## src/hw/acc_pkg.sv

```systemverilog
// package: register layout, reset values, modes and carriers for the comparator control block
package acc_pkg;

    // register word offset on the apb bus
    localparam logic [7:0] REG_STATUS_CONTROL = 8'h00;

    // field positions within the 8-bit register
    localparam int unsigned BIT_MODULE_ON      = 7;
    localparam int unsigned BIT_REFERENCE_SEL  = 6;
    localparam int unsigned BIT_EVENT_FLAG     = 5;
    localparam int unsigned BIT_IRQ_ENABLE     = 4;
    localparam int unsigned BIT_COMPARE_RESULT = 3;
    localparam int unsigned BIT_PIN_ENABLE     = 2;
    localparam int unsigned MODE_HI            = 1;
    localparam int unsigned MODE_LO            = 0;

    localparam int unsigned REG_WIDTH = 8;

    // event mode encodings
    localparam logic [1:0] MODE_FALL_A  = 2'h0;
    localparam logic [1:0] MODE_RISE    = 2'h1;
    localparam logic [1:0] MODE_FALL_B  = 2'h2;
    localparam logic [1:0] MODE_EITHER  = 2'h3;

    // reset values
    localparam logic [1:0] RESET_MODE = 2'h0;
    localparam logic [31:0] RDATA_ZERO = 32'h0000_0000;

    // configuration carried from the register file to the event logic
    typedef struct packed {
        logic       module_on;
        logic       reference_select;
        logic       event_irq_enable;
        logic       result_pin_enable;
        logic [1:0] event_mode;
    } acc_cfg_t;

    // analog-side signals toward the comparator core
    typedef struct packed {
        logic reference_select;
        logic module_on;
    } acc_core_ctl_t;

endpackage

```

## src/hw/acc_edge_detect.sv

```systemverilog
// module: synchroniser and edge-event detector for the comparator output
`timescale 1ns/1ps
module acc_edge_detect (
    input  wire logic             pclk,
    input  wire logic             presetn,
    input  wire logic             raw_result,
    input  wire logic             module_on,
    input  wire logic [1:0]       event_mode,
    output logic                  result_sync,
    output logic                  event_pulse
);

    logic meta_q;
    logic sync_q;
    logic prev_q;
    logic armed_q;
    logic rise_w;
    logic fall_w;
    logic hit_w;

    // two-flop synchroniser
    always_ff @(posedge pclk or negedge presetn) begin
        if (!presetn) begin
            meta_q <= 1'b0;
            sync_q <= 1'b0;
        end else begin
            meta_q <= raw_result;
            sync_q <= meta_q;
        end
    end

    // history and arm flag; arming one cycle after enable keeps the enable edge quiet
    always_ff @(posedge pclk or negedge presetn) begin
        if (!presetn) begin
            prev_q  <= 1'b0;
            armed_q <= 1'b0;
        end else begin
            prev_q  <= sync_q;
            armed_q <= module_on;
        end
    end

    // result polarity, high means plus input above minus
    assign rise_w = sync_q & ~prev_q;
    assign fall_w = ~sync_q & prev_q;

    // event mode selection
    assign hit_w = (event_mode == acc_pkg::MODE_RISE)   ? rise_w :
                   (event_mode == acc_pkg::MODE_EITHER) ? (rise_w | fall_w) :
                   fall_w;

    // no events while disabled or just enabled
    assign event_pulse = hit_w & module_on & armed_q;
    assign result_sync = sync_q;

endmodule // acc_edge_detect

```

## src/hw/acc_top.sv

```systemverilog
// module: apb register file and control logic for the analog comparator
// Functional notes
// bit 7 turns the comparator function on or off.
// bit 6 picks plus pin (0) or internal bandgap (1).
// hardware sets the event flag on a selected compare event.
// writing one clears the event flag; writing zero leaves it.
// interrupt asserted while flag set and bit 4 enabled.
// bit 3 reads the present comparator result.
// result bit reads zero after reset and while disabled.
// bit 2 drives the result onto the output pin.
// mode 00/10 falling, 01 rising, 11 either edge.
// result high when non-inverting input exceeds inverting input.
// everything lives in one 8-bit register.
// in shallow stop the logic keeps running and may wake.
// after deep stop all fields return to reset state.
// comparator output passes a two-flop synchroniser first.
// no edge events while disabled or at enable.
`timescale 1ns/1ps
module acc_top (
    input  wire logic        pclk,
    input  wire logic        presetn,
    input  wire logic        psel,
    input  wire logic        penable,
    input  wire logic        pwrite,
    input  wire logic [7:0]  paddr,
    input  wire logic [31:0] pwdata,
    input  wire logic [3:0]  pstrb,
    output logic [31:0]      prdata,
    output logic             pready,
    output logic             pslverr,
    input  wire logic        compare_raw,
    input  wire logic        deep_stop_wake,
    output logic             reference_select,
    output logic             module_on,
    output logic             result_pin,
    output logic             result_pin_oe_n,
    output logic             event_irq
);

    logic                on_q;
    logic                refsel_q;
    logic                flag_q;
    logic                flag_d;
    logic                irqen_q;
    logic                pinen_q;
    logic [1:0]          mode_q;
    logic                pin_q;
    logic                irq_q;
    logic [31:0]         rdata_q;
    logic                result_sync;
    logic                event_pulse;
    logic                sel_reg;
    logic                wr_en;
    logic                rd_en;
    logic                result_view;
    logic [7:0]          reg_view;
    acc_pkg::acc_cfg_t   cfg;

    // apb decode; one-cycle access, no wait states
    assign sel_reg = (paddr == acc_pkg::REG_STATUS_CONTROL);
    assign wr_en   = psel & penable & pwrite & sel_reg & pstrb[0];
    assign rd_en   = psel & penable & ~pwrite & sel_reg;
    assign pready  = 1'b1;
    // unmapped offsets answer with an error
    assign pslverr = psel & penable & ~sel_reg;

    assign cfg.module_on         = on_q;
    assign cfg.reference_select  = refsel_q;
    assign cfg.event_irq_enable  = irqen_q;
    assign cfg.result_pin_enable = pinen_q;
    assign cfg.event_mode        = mode_q;

    acc_edge_detect u_edge (
        .pclk        (pclk),
        .presetn     (presetn),
        .raw_result  (compare_raw),
        .module_on   (cfg.module_on),
        .event_mode  (cfg.event_mode),
        .result_sync (result_sync),
        .event_pulse (event_pulse)
    );

    // gate result while disabled
    assign result_view = result_sync & on_q;

    // single 8-bit register image
    assign reg_view[acc_pkg::BIT_MODULE_ON]      = on_q;
    assign reg_view[acc_pkg::BIT_REFERENCE_SEL]  = refsel_q;
    assign reg_view[acc_pkg::BIT_EVENT_FLAG]     = flag_q;
    assign reg_view[acc_pkg::BIT_IRQ_ENABLE]     = irqen_q;
    // live result readback
    assign reg_view[acc_pkg::BIT_COMPARE_RESULT] = result_view;
    assign reg_view[acc_pkg::BIT_PIN_ENABLE]     = pinen_q;
    assign reg_view[acc_pkg::MODE_HI:acc_pkg::MODE_LO] = mode_q;

    // set wins over clear; write one clears only
    assign flag_d = event_pulse |
                    (flag_q & ~(wr_en & pwdata[acc_pkg::BIT_EVENT_FLAG]));

    // deep stop wake restores reset state
    // control fields written by software
    always_ff @(posedge pclk or negedge presetn) begin
        if (!presetn) begin
            on_q     <= 1'b0;
            refsel_q <= 1'b0;
            irqen_q  <= 1'b0;
            pinen_q  <= 1'b0;
            mode_q   <= acc_pkg::RESET_MODE;
            flag_q   <= 1'b0;
        end else if (deep_stop_wake) begin
            on_q     <= 1'b0;
            refsel_q <= 1'b0;
            irqen_q  <= 1'b0;
            pinen_q  <= 1'b0;
            mode_q   <= acc_pkg::RESET_MODE;
            flag_q   <= 1'b0;
        end else begin
            flag_q <= flag_d;
            if (wr_en) begin
                on_q     <= pwdata[acc_pkg::BIT_MODULE_ON];
                refsel_q <= pwdata[acc_pkg::BIT_REFERENCE_SEL];
                irqen_q  <= pwdata[acc_pkg::BIT_IRQ_ENABLE];
                pinen_q  <= pwdata[acc_pkg::BIT_PIN_ENABLE];
                mode_q   <= pwdata[acc_pkg::MODE_HI:acc_pkg::MODE_LO];
            end
        end
    end

    // registered outputs; irq is a level usable as a wake source in shallow stop
    // interrupt level from flag and enable
    // pin drive from result and enable
    always_ff @(posedge pclk or negedge presetn) begin
        if (!presetn) begin
            irq_q   <= 1'b0;
            pin_q   <= 1'b0;
            rdata_q <= acc_pkg::RDATA_ZERO;
        end else begin
            irq_q <= flag_d & irqen_q & ~deep_stop_wake;
            pin_q <= result_view & pinen_q;
            if (rd_en) begin
                rdata_q <= {24'h00_0000, reg_view};
            end else begin
                rdata_q <= acc_pkg::RDATA_ZERO;
            end
        end
    end

    // read data sampled combinationally from the live view for zero-wait apb
    assign prdata           = rd_en ? {24'h00_0000, reg_view} : rdata_q;
    assign event_irq        = irq_q;
    assign result_pin       = pin_q;
    // pin is driven (enable low) only when the pin enable is set
    assign result_pin_oe_n  = ~pinen_q;
    assign reference_select = refsel_q;
    assign module_on        = on_q;

endmodule // acc_top

```

## config.mk

```make
export PLATFORM = sky130hd
export DESIGN_NAME = acc_top
export DESIGN_NICKNAME = d
export VERILOG_FILES = /design/src/hw/acc_pkg.sv /design/src/hw/acc_edge_detect.sv /design/src/hw/acc_top.sv
export SDC_FILE = /design/constraint.sdc
export NUM_CORES = 1
export LEC_CHECK = 0
export BUFFER_PORTS_ARGS = -buffer_cell sky130_fd_sc_hd__buf_2
export CORE_MARGIN = 4
export CORE_UTILIZATION = 35
export DETAILED_ROUTE_END_ITERATION = 8
export GPL_ROUTABILITY_DRIVEN = 0
export PLACE_DENSITY = 0.72
export SLEW_MARGIN = 20
export SYNTH_ARGS = -nofsm -noshare
export SYNTH_HDL_FRONTEND = slang
export SYNTH_SLANG_ARGS = --single-unit
```

## constraint.sdc

```tcl
create_clock -name pclk -period 2.9 [get_ports pclk]
set_input_delay 0.29 -clock pclk [delete_from_list [all_inputs] [get_ports pclk]]
set_output_delay 0.29 -clock pclk [all_outputs]
set_load 0.005 [all_outputs]
```

==> results.py, run 1 <==
metrics = {
    "layout": {
        "final_area_um2": 1360,
        "area_growth_pct": 14.9,
        "drive_gt1_share_pct": 33.3,
        "ff_latch_area_um2": 526,
        "final_cells": 197,
        "num_antenna_cells": 0,
        "fillers": 338,
        "layout_common_cells": "36 x buf_2, 25 x conb_1, 21 x dfrtp_1",
        "final_core_utilization_pct": 43.1,
        "nets": 207,
        "multi_input_area_um2": 514,
        "final_common_cell": "buf_2",
    },
    "yosys": {
        "muxShareOfSynthArea_pct": 7.51,
        "ys_ff_latch": 21,
        "synthAdderAreaFrac_pct": 2.11,
        "ys.flop_type": "dfrtp_1",
        "postSynthCellCount": 114,
        "yosysSeqAreaShare_pct": 44.4,
        "synth_compound_area_share_pct": 9.09,
        "synth_edf_count": 0,
        "yosysWarningCount": 0,
        "synth.distinct_cells": 26,
        "syn_avg_cell_area_um2": 10.4,
        "netlist_area_um2": 1180,
        "synth_top_family_by_area": "buffers and inverters",
        "synth-xor-area-share_pct": 0,
        "synth-simple-area-share_pct": 16.8,
        "async_flop_share_pct": 100,
    },
    "clock_network": {
        "clockRootBuffer": "clkbuf_4",
        "numCtsBuffers": 3,
        "clkTransAtPathRegs_ns": 0.11,
        "clockBufferDepth": 2,
        "cts_setup_buffers": 0,
        "clk_latency_ns": 0.30,
        "htree_levels": 1,
        "cts_resized": 0,
        "cts_hold_buffers": 1,
        "cts_tree": "done",
        "cts.sinks": 21,
    },
    "setup_path": {
        "critPathLaunchType": "input pin",
        "worstPathMaxFanout": 9,
        "ff2ff_path_depth": 5,
        "crit_type": "input pin to output pin",
        "critPathRequiredTime_ns": 2.61,
        "worstPathArrival_ns": 2.11,
        "cp-end-kind": "output pin",
    },
    "global_routing": {
        "grt_antenna_before_repair": 0,
        "grt_overflow": 0,
        "grt_pass1_wl_um": 3840,
        "grt_pass1_vias": 809,
        "grt_max_degree": 22,
        "track_usage_pct": 11.4,
    },
    "floorplanning": {
        "rows": 20,
        "ioPinCount": 90,
        "die_w_um": 66.2,
        "die_height_um": 66.2,
        "dieArea_um2": 4380,
        "fp.coreArea_um2": 3150,
        "start_util_pct": 37.5,
    },
    "min_path": {
        "hold_path_class": "input pin to flop",
        "hold_depth": 1,
    },
    "job": {
        "cap_violations": 0,
    },
    "detailed_routing": {
        "wirelength_um": 2470,
        "vias": 899,
        "wire_per_inst_um": 12.5,
        "drc": 0,
        "via_per_inst": 4.56,
        "first_pass_iters": 4,
        "dr.first_iter.drc_count": 36,
        "route.antenna.remaining_nets": 0,
    },
    "timing": {
        "setup_viol": 0,
        "rsz0062_at_grt": "no",
        "fin_crit_sh_pct": 82.7,
        "hold_viol_final": 0,
        "min_period_ns": 2.40,
        "slew_viol_final": 0,
        "fmax_mhz": 417,
        "tns_ns": 0,
        "skew_ns": 0.00149,
    },
    "power": {
        "vdd_ir_drop_max_mv": 0.126,
        "clkPwrFrac_pct": 29.0,
        "pwr-share-comb_pct": 9.5,
        "seq_power_share_pct": 61.5,
        "fin_total_pwr_uw": 482,
        "swShare_pct": 24.4,
        "p_sw_uw": 118,
        "power_density_nw_per_um2": 354,
        "leakage_nw": 0.705,
        "internal_power_uw": 364,
    },
    "place": {
        "numPortBuffers": 36,
        "dpl_cell_area_um2": 1320,
        "dp_hpwl_um": 1920,
        "dp_cells": 192,
    },
    "status": {
        "status": "completed",
    },
}
cells in the mapped netlist (2+ instances only):
master | instances | share of area [%]
nand2_1 | 2 | 0.63
nor2_1 | 2 | 0.63
mux2_2 | 7 | 6.7
buf_4 | 25 | 16
dfrtp_1 | 21 | 44
a21oi_1 | 9 | 3.8
and2_1 | 8 | 4.2
buf_1 | 2 | 0.63
inv_1 | 5 | 1.6
ha_1 | 2 | 2.1
nor4_1 | 3 | 1.6
conb_1 | 2 | 0.63
or4_1 | 2 | 1.3
nand4_1 | 7 | 3.7
o31ai_1 | 6 | 3.8
registers in the layout, summed over array words and instances, names as in the netlist:
name	flops
reference_select	1
irqen_q	1
pinen_q	1
module_on	1
u_edge.prev_q	1
u_edge.armed_q	1
u_edge.meta_q	1
flag_q	1
mode_q	2
rdata_q	8
u_edge.result_sync	1
result_pin	1
event_irq	1
power by group through the flow:
stage	Combinational (mW)	Sequential (mW)	Clock, mW
after detailed placement	0.0444	0.302	0
after global routing	0.0517	0.297	0.162
after global placement	0.0431	0.302	0
after CTS	0.0456	0.296	0.142
after floorplan	0.0427	0.302	0
final	0.0459	0.296	0.140
final cells by class:
| class | instances | area share, % |
|---|---|---|
| clock buffers | 4 | 1.93 |
| multi-input cells | 82 | 37.8 |
| well taps | 44 | 4.05 |
| inverters | 5 | 1.38 |
| repair buffers | 41 | 16.2 |
| flip-flops and latches | 21 | 38.6 |
worst max-delay path, stage by stage:
cell and delay, ns:
buf_2 0.10, or4_1 0.72, nor4_4 0.30, buf_4 0.22, mux2_2 0.35, buf_2 0.12
through the flow:
stage          hold WS (ns)  setup WS (ns)
6_report             0.0884          0.502
3_3_place_gp          0.254          0.503
3_5_place_dp          0.266          0.492
2_1_floorplan      -0.00559          0.787
4_1_cts              0.0846          0.487
5_1_grt              0.0675          0.439
worst paths after layout:
| path | end | from | slack, ns |
|---|---|---|---|
| setup / recovery | prdata[1] | paddr[5] | 0.50 |
| hold / removal | u_edge.meta_q$_DFF_PN0_ | compare_raw | 0.09 |
| setup reg to reg | event_irq$_DFF_PN0_ | u_edge.result_sync$_DFF_PN0_ | 1.47 |
| hold reg to reg | u_edge.result_sync$_DFF_PN0_ | u_edge.meta_q$_DFF_PN0_ | 0.36 |
| max in group asynchronous | u_edge.armed_q$_DFF_PN0_ | presetn | 2.13 |
| min in group asynchronous | rdata_q[0]$_DFF_PN0_ | presetn | 0.46 |
routing by layer:
metal  share of wire (%)  vias to the layer above  wire length [um]  track usage (%)
met3                  10                        5               250             2.21
met1                  43                      411              1070             15.1
met2                  45                       49              1120             18.1
li1                    -                      434                 -                -
met4                 1.4                        0                34             4.57
met5                   0                        -                 0                0
kinds of logic (layout without fill, tap and decap cells):
group / count (synthesis) / in the layout
AO/OA/AOI/OAI: 17 / 17
adder cells (fa/ha/maj): 2 / 2
buffers and inverters: 34 / 50
flip-flops: 21 / 21
multiplexers: 8 / 8
other: 2 / 25
AND/OR/NAND/NOR: 30 / 30
No activity file was read; power rests on OpenSTA's default activity.
==> inputs of run 2 (changes only) <==
==> constraint.sdc (replaced) <==
create_clock -name pclk -period 2.47 [get_ports pclk]
set_input_delay 0.247 -clock pclk [delete_from_list [all_inputs] [get_ports pclk]]
set_output_delay 0.247 -clock pclk [all_outputs]
set_load 0.005 [all_outputs]
==> run 2 against run 1 <==
Against the previous run:
- critical path depth did not move
- final area rose by 1.1%
- total power rose by 17%
- sequential share of layout area fell by 0.42 points
- wire length fell by 0.49%
- clock power rose by 14%
- combinational power rose by 21%
- critical path type unchanged
- critical endpoint unchanged
==> results.py, run 2 (synthesized netlist as in run 1, its figures left out) <==
metrics = {
    "status": {
        "status": "completed",
    },
    "setup_path": {
        "crit_type": "input pin to output pin",
        "max_stage_delay_ns": 0.58,
        "crit_path_frequent_cell": "buf_2",
        "cp.buffers_inverters": 3,
        "worstPathArrival_ns": 1.90,
        "worstPathMaxFanout": 8,
        "path_cells": "buf_2, or4_1, nor4_4, buf_4, mux2_2, buf_2",
        "critPathRequiredTime_ns": 2.22,
        "worstReg2RegEnd": "flag_q$_DFF_PN0_",
        "critPathLaunchType": "input pin",
        "r2r_slack_ns": 1.06,
        "ff2ff_path_depth": 5,
        "crit_family": "simple AND/OR/NAND/NOR gates",
        "crit_slowest_cell": "or4_1",
        "r2r_start": "u_edge.result_sync$_DFF_PN0_",
        "cp-end-kind": "output pin",
    },
    "floorplanning": {
        "ioPinCount": 90,
        "die_w_um": 66.2,
        "start_util_pct": 37.5,
        "rows": 20,
        "dieArea_um2": 4380,
        "fp.coreArea_um2": 3150,
        "die_height_um": 66.2,
    },
    "clock_network": {
        "htree_levels": 1,
        "clockRootBuffer": "clkbuf_4",
        "numCtsBuffers": 3,
        "clkTransAtPathRegs_ns": 0.10,
        "cts_resized": 0,
        "clockBufferDepth": 2,
        "clk_latency_ns": 0.30,
        "cts_tree": "done",
        "cts_hold_buffers": 1,
        "cts_setup_buffers": 0,
        "cts.sinks": 21,
    },
    "detailed_routing": {
        "drc": 0,
        "via_per_inst": 4.60,
        "route.antenna.remaining_nets": 0,
        "wire_per_inst_um": 12.4,
        "vias": 915,
        "dr.first_iter.drc_count": 22,
        "wirelength_um": 2460,
        "first_pass_iters": 4,
    },
    "min_path": {
        "hold_start": "compare_raw",
        "holdPathEnd": "u_edge.meta_q$_DFF_PN0_",
        "hold_depth": 1,
        "hold_path_class": "input pin to flop",
    },
    "layout": {
        "num_antenna_cells": 0,
        "multi_input_area_um2": 514,
        "area_growth_pct": 16.2,
        "top_regs": "rdata_q x8, mode_q x2",
        "largest_reg_flops": 8,
        "nets": 209,
        "fillers": 332,
        "layout_common_cells": "36 x buf_2, 25 x conb_1, 21 x dfrtp_1",
        "ff_latch_area_um2": 526,
        "final_common_cell": "buf_2",
        "drive_gt1_share_pct": 34.2,
        "top_register": "rdata_q",
    },
    "global_routing": {
        "grt_pass1_vias": 839,
        "grt_pass1_wl_um": 3850,
        "grt_overflow": 0,
        "grt_antenna_before_repair": 0,
        "track_usage_pct": 11.4,
        "grt_max_degree": 22,
    },
    "timing": {
        "tns_ns": 0,
        "worst_slack_ns": 0.320,
        "slew_viol_final": 0,
        "rsz0062_at_grt": "no",
        "skew_ns": 0.00665,
        "min_period_ns": 2.15,
        "fmax_mhz": 465,
        "fin_crit_sh_pct": 87.0,
        "hold_viol_final": 0,
        "setup_viol": 0,
    },
    "place": {
        "dp_hpwl_um": 1930,
        "pre_cts_ws_ns": 0.299,
        "numPortBuffers": 36,
    },
    "power": {
        "power_density_nw_per_um2": 410,
        "vdd_ir_drop_max_mv": 0.141,
        "leakage_nw": 0.713,
    },
    "job": {
        "cap_violations": 0,
    },
}
==> run 2: cell count changes in the layout (fill, tap and decap cells not counted) <==
cell   delta
buf_4     +2
==> run 2: cell type report <==
type / count / area share, %
clock buffer: 4 / 1.91
inverter: 5 / 1.36
multi-input combinational: 82 / 37.4
sequential: 21 / 38.2
tap: 44 / 4.00
timing repair buffer: 43 / 17.1
==> run 2: worst max path at each step <==
stage,from,to,cells past startpoint
6_report,paddr[5],prdata[1],6
4_1_cts,paddr[5],prdata[1],6
5_1_grt,paddr[5],prdata[5],6
3_3_place_gp,paddr[5],prdata[1],6
3_5_place_dp,paddr[5],prdata[1],6
2_1_floorplan,paddr[5],prdata[0],4
==> run 2: stage by stage <==
| step | instances | power, mW | hold WS [ns] | area (um2) | utilization [%] |
|---|---|---|---|---|---|
| 6_report | 199 | 0.563 | 0.0499 | 1380 | 43.6 |
| 5_1_grt | 199 | 0.596 | 0.0286 | 1380 | 43.6 |
| 4_1_cts | 199 | 0.569 | 0.0391 | 1380 | 43.6 |
| 3_5_place_dp | 194 | 0.408 | 0.224 | 1340 | 42.5 |
| 3_3_place_gp | 194 | 0.406 | 0.211 | 1340 | 42.5 |
| 2_1_floorplan | 137 | 0.404 | -0.0486 | 1270 | - |
==> run 2: power breakdown <==
group / switching [mW] / internal [mW] / total (mW) / leakage (nW)
sequential: 0.00184 / 0.346 / 0.348 / 0.287
clock: 0.0971 / 0.0629 / 0.160 / 0.0150
combinational: 0.0359 / 0.0195 / 0.0554 / 0.412
==> run 2: metal layers <==
layer  routed length (um)  vias to the layer above  GRT usage, %
met1                 1040                      423          15.1
met5                    0                        -             0
met3                  270                        4          2.21
met2                 1130                       53          18.2
met4                   19                        0          4.57
li1                     -                      435             -
==> run 2: worst reg2reg max path, stage by stage, from the launching register on <==
cell	delay, ns
dfrtp_1	0.43
inv_1	0.06
ha_1	0.28
and2_1	0.15
o31a_1	0.29
a21oi_1	0.14
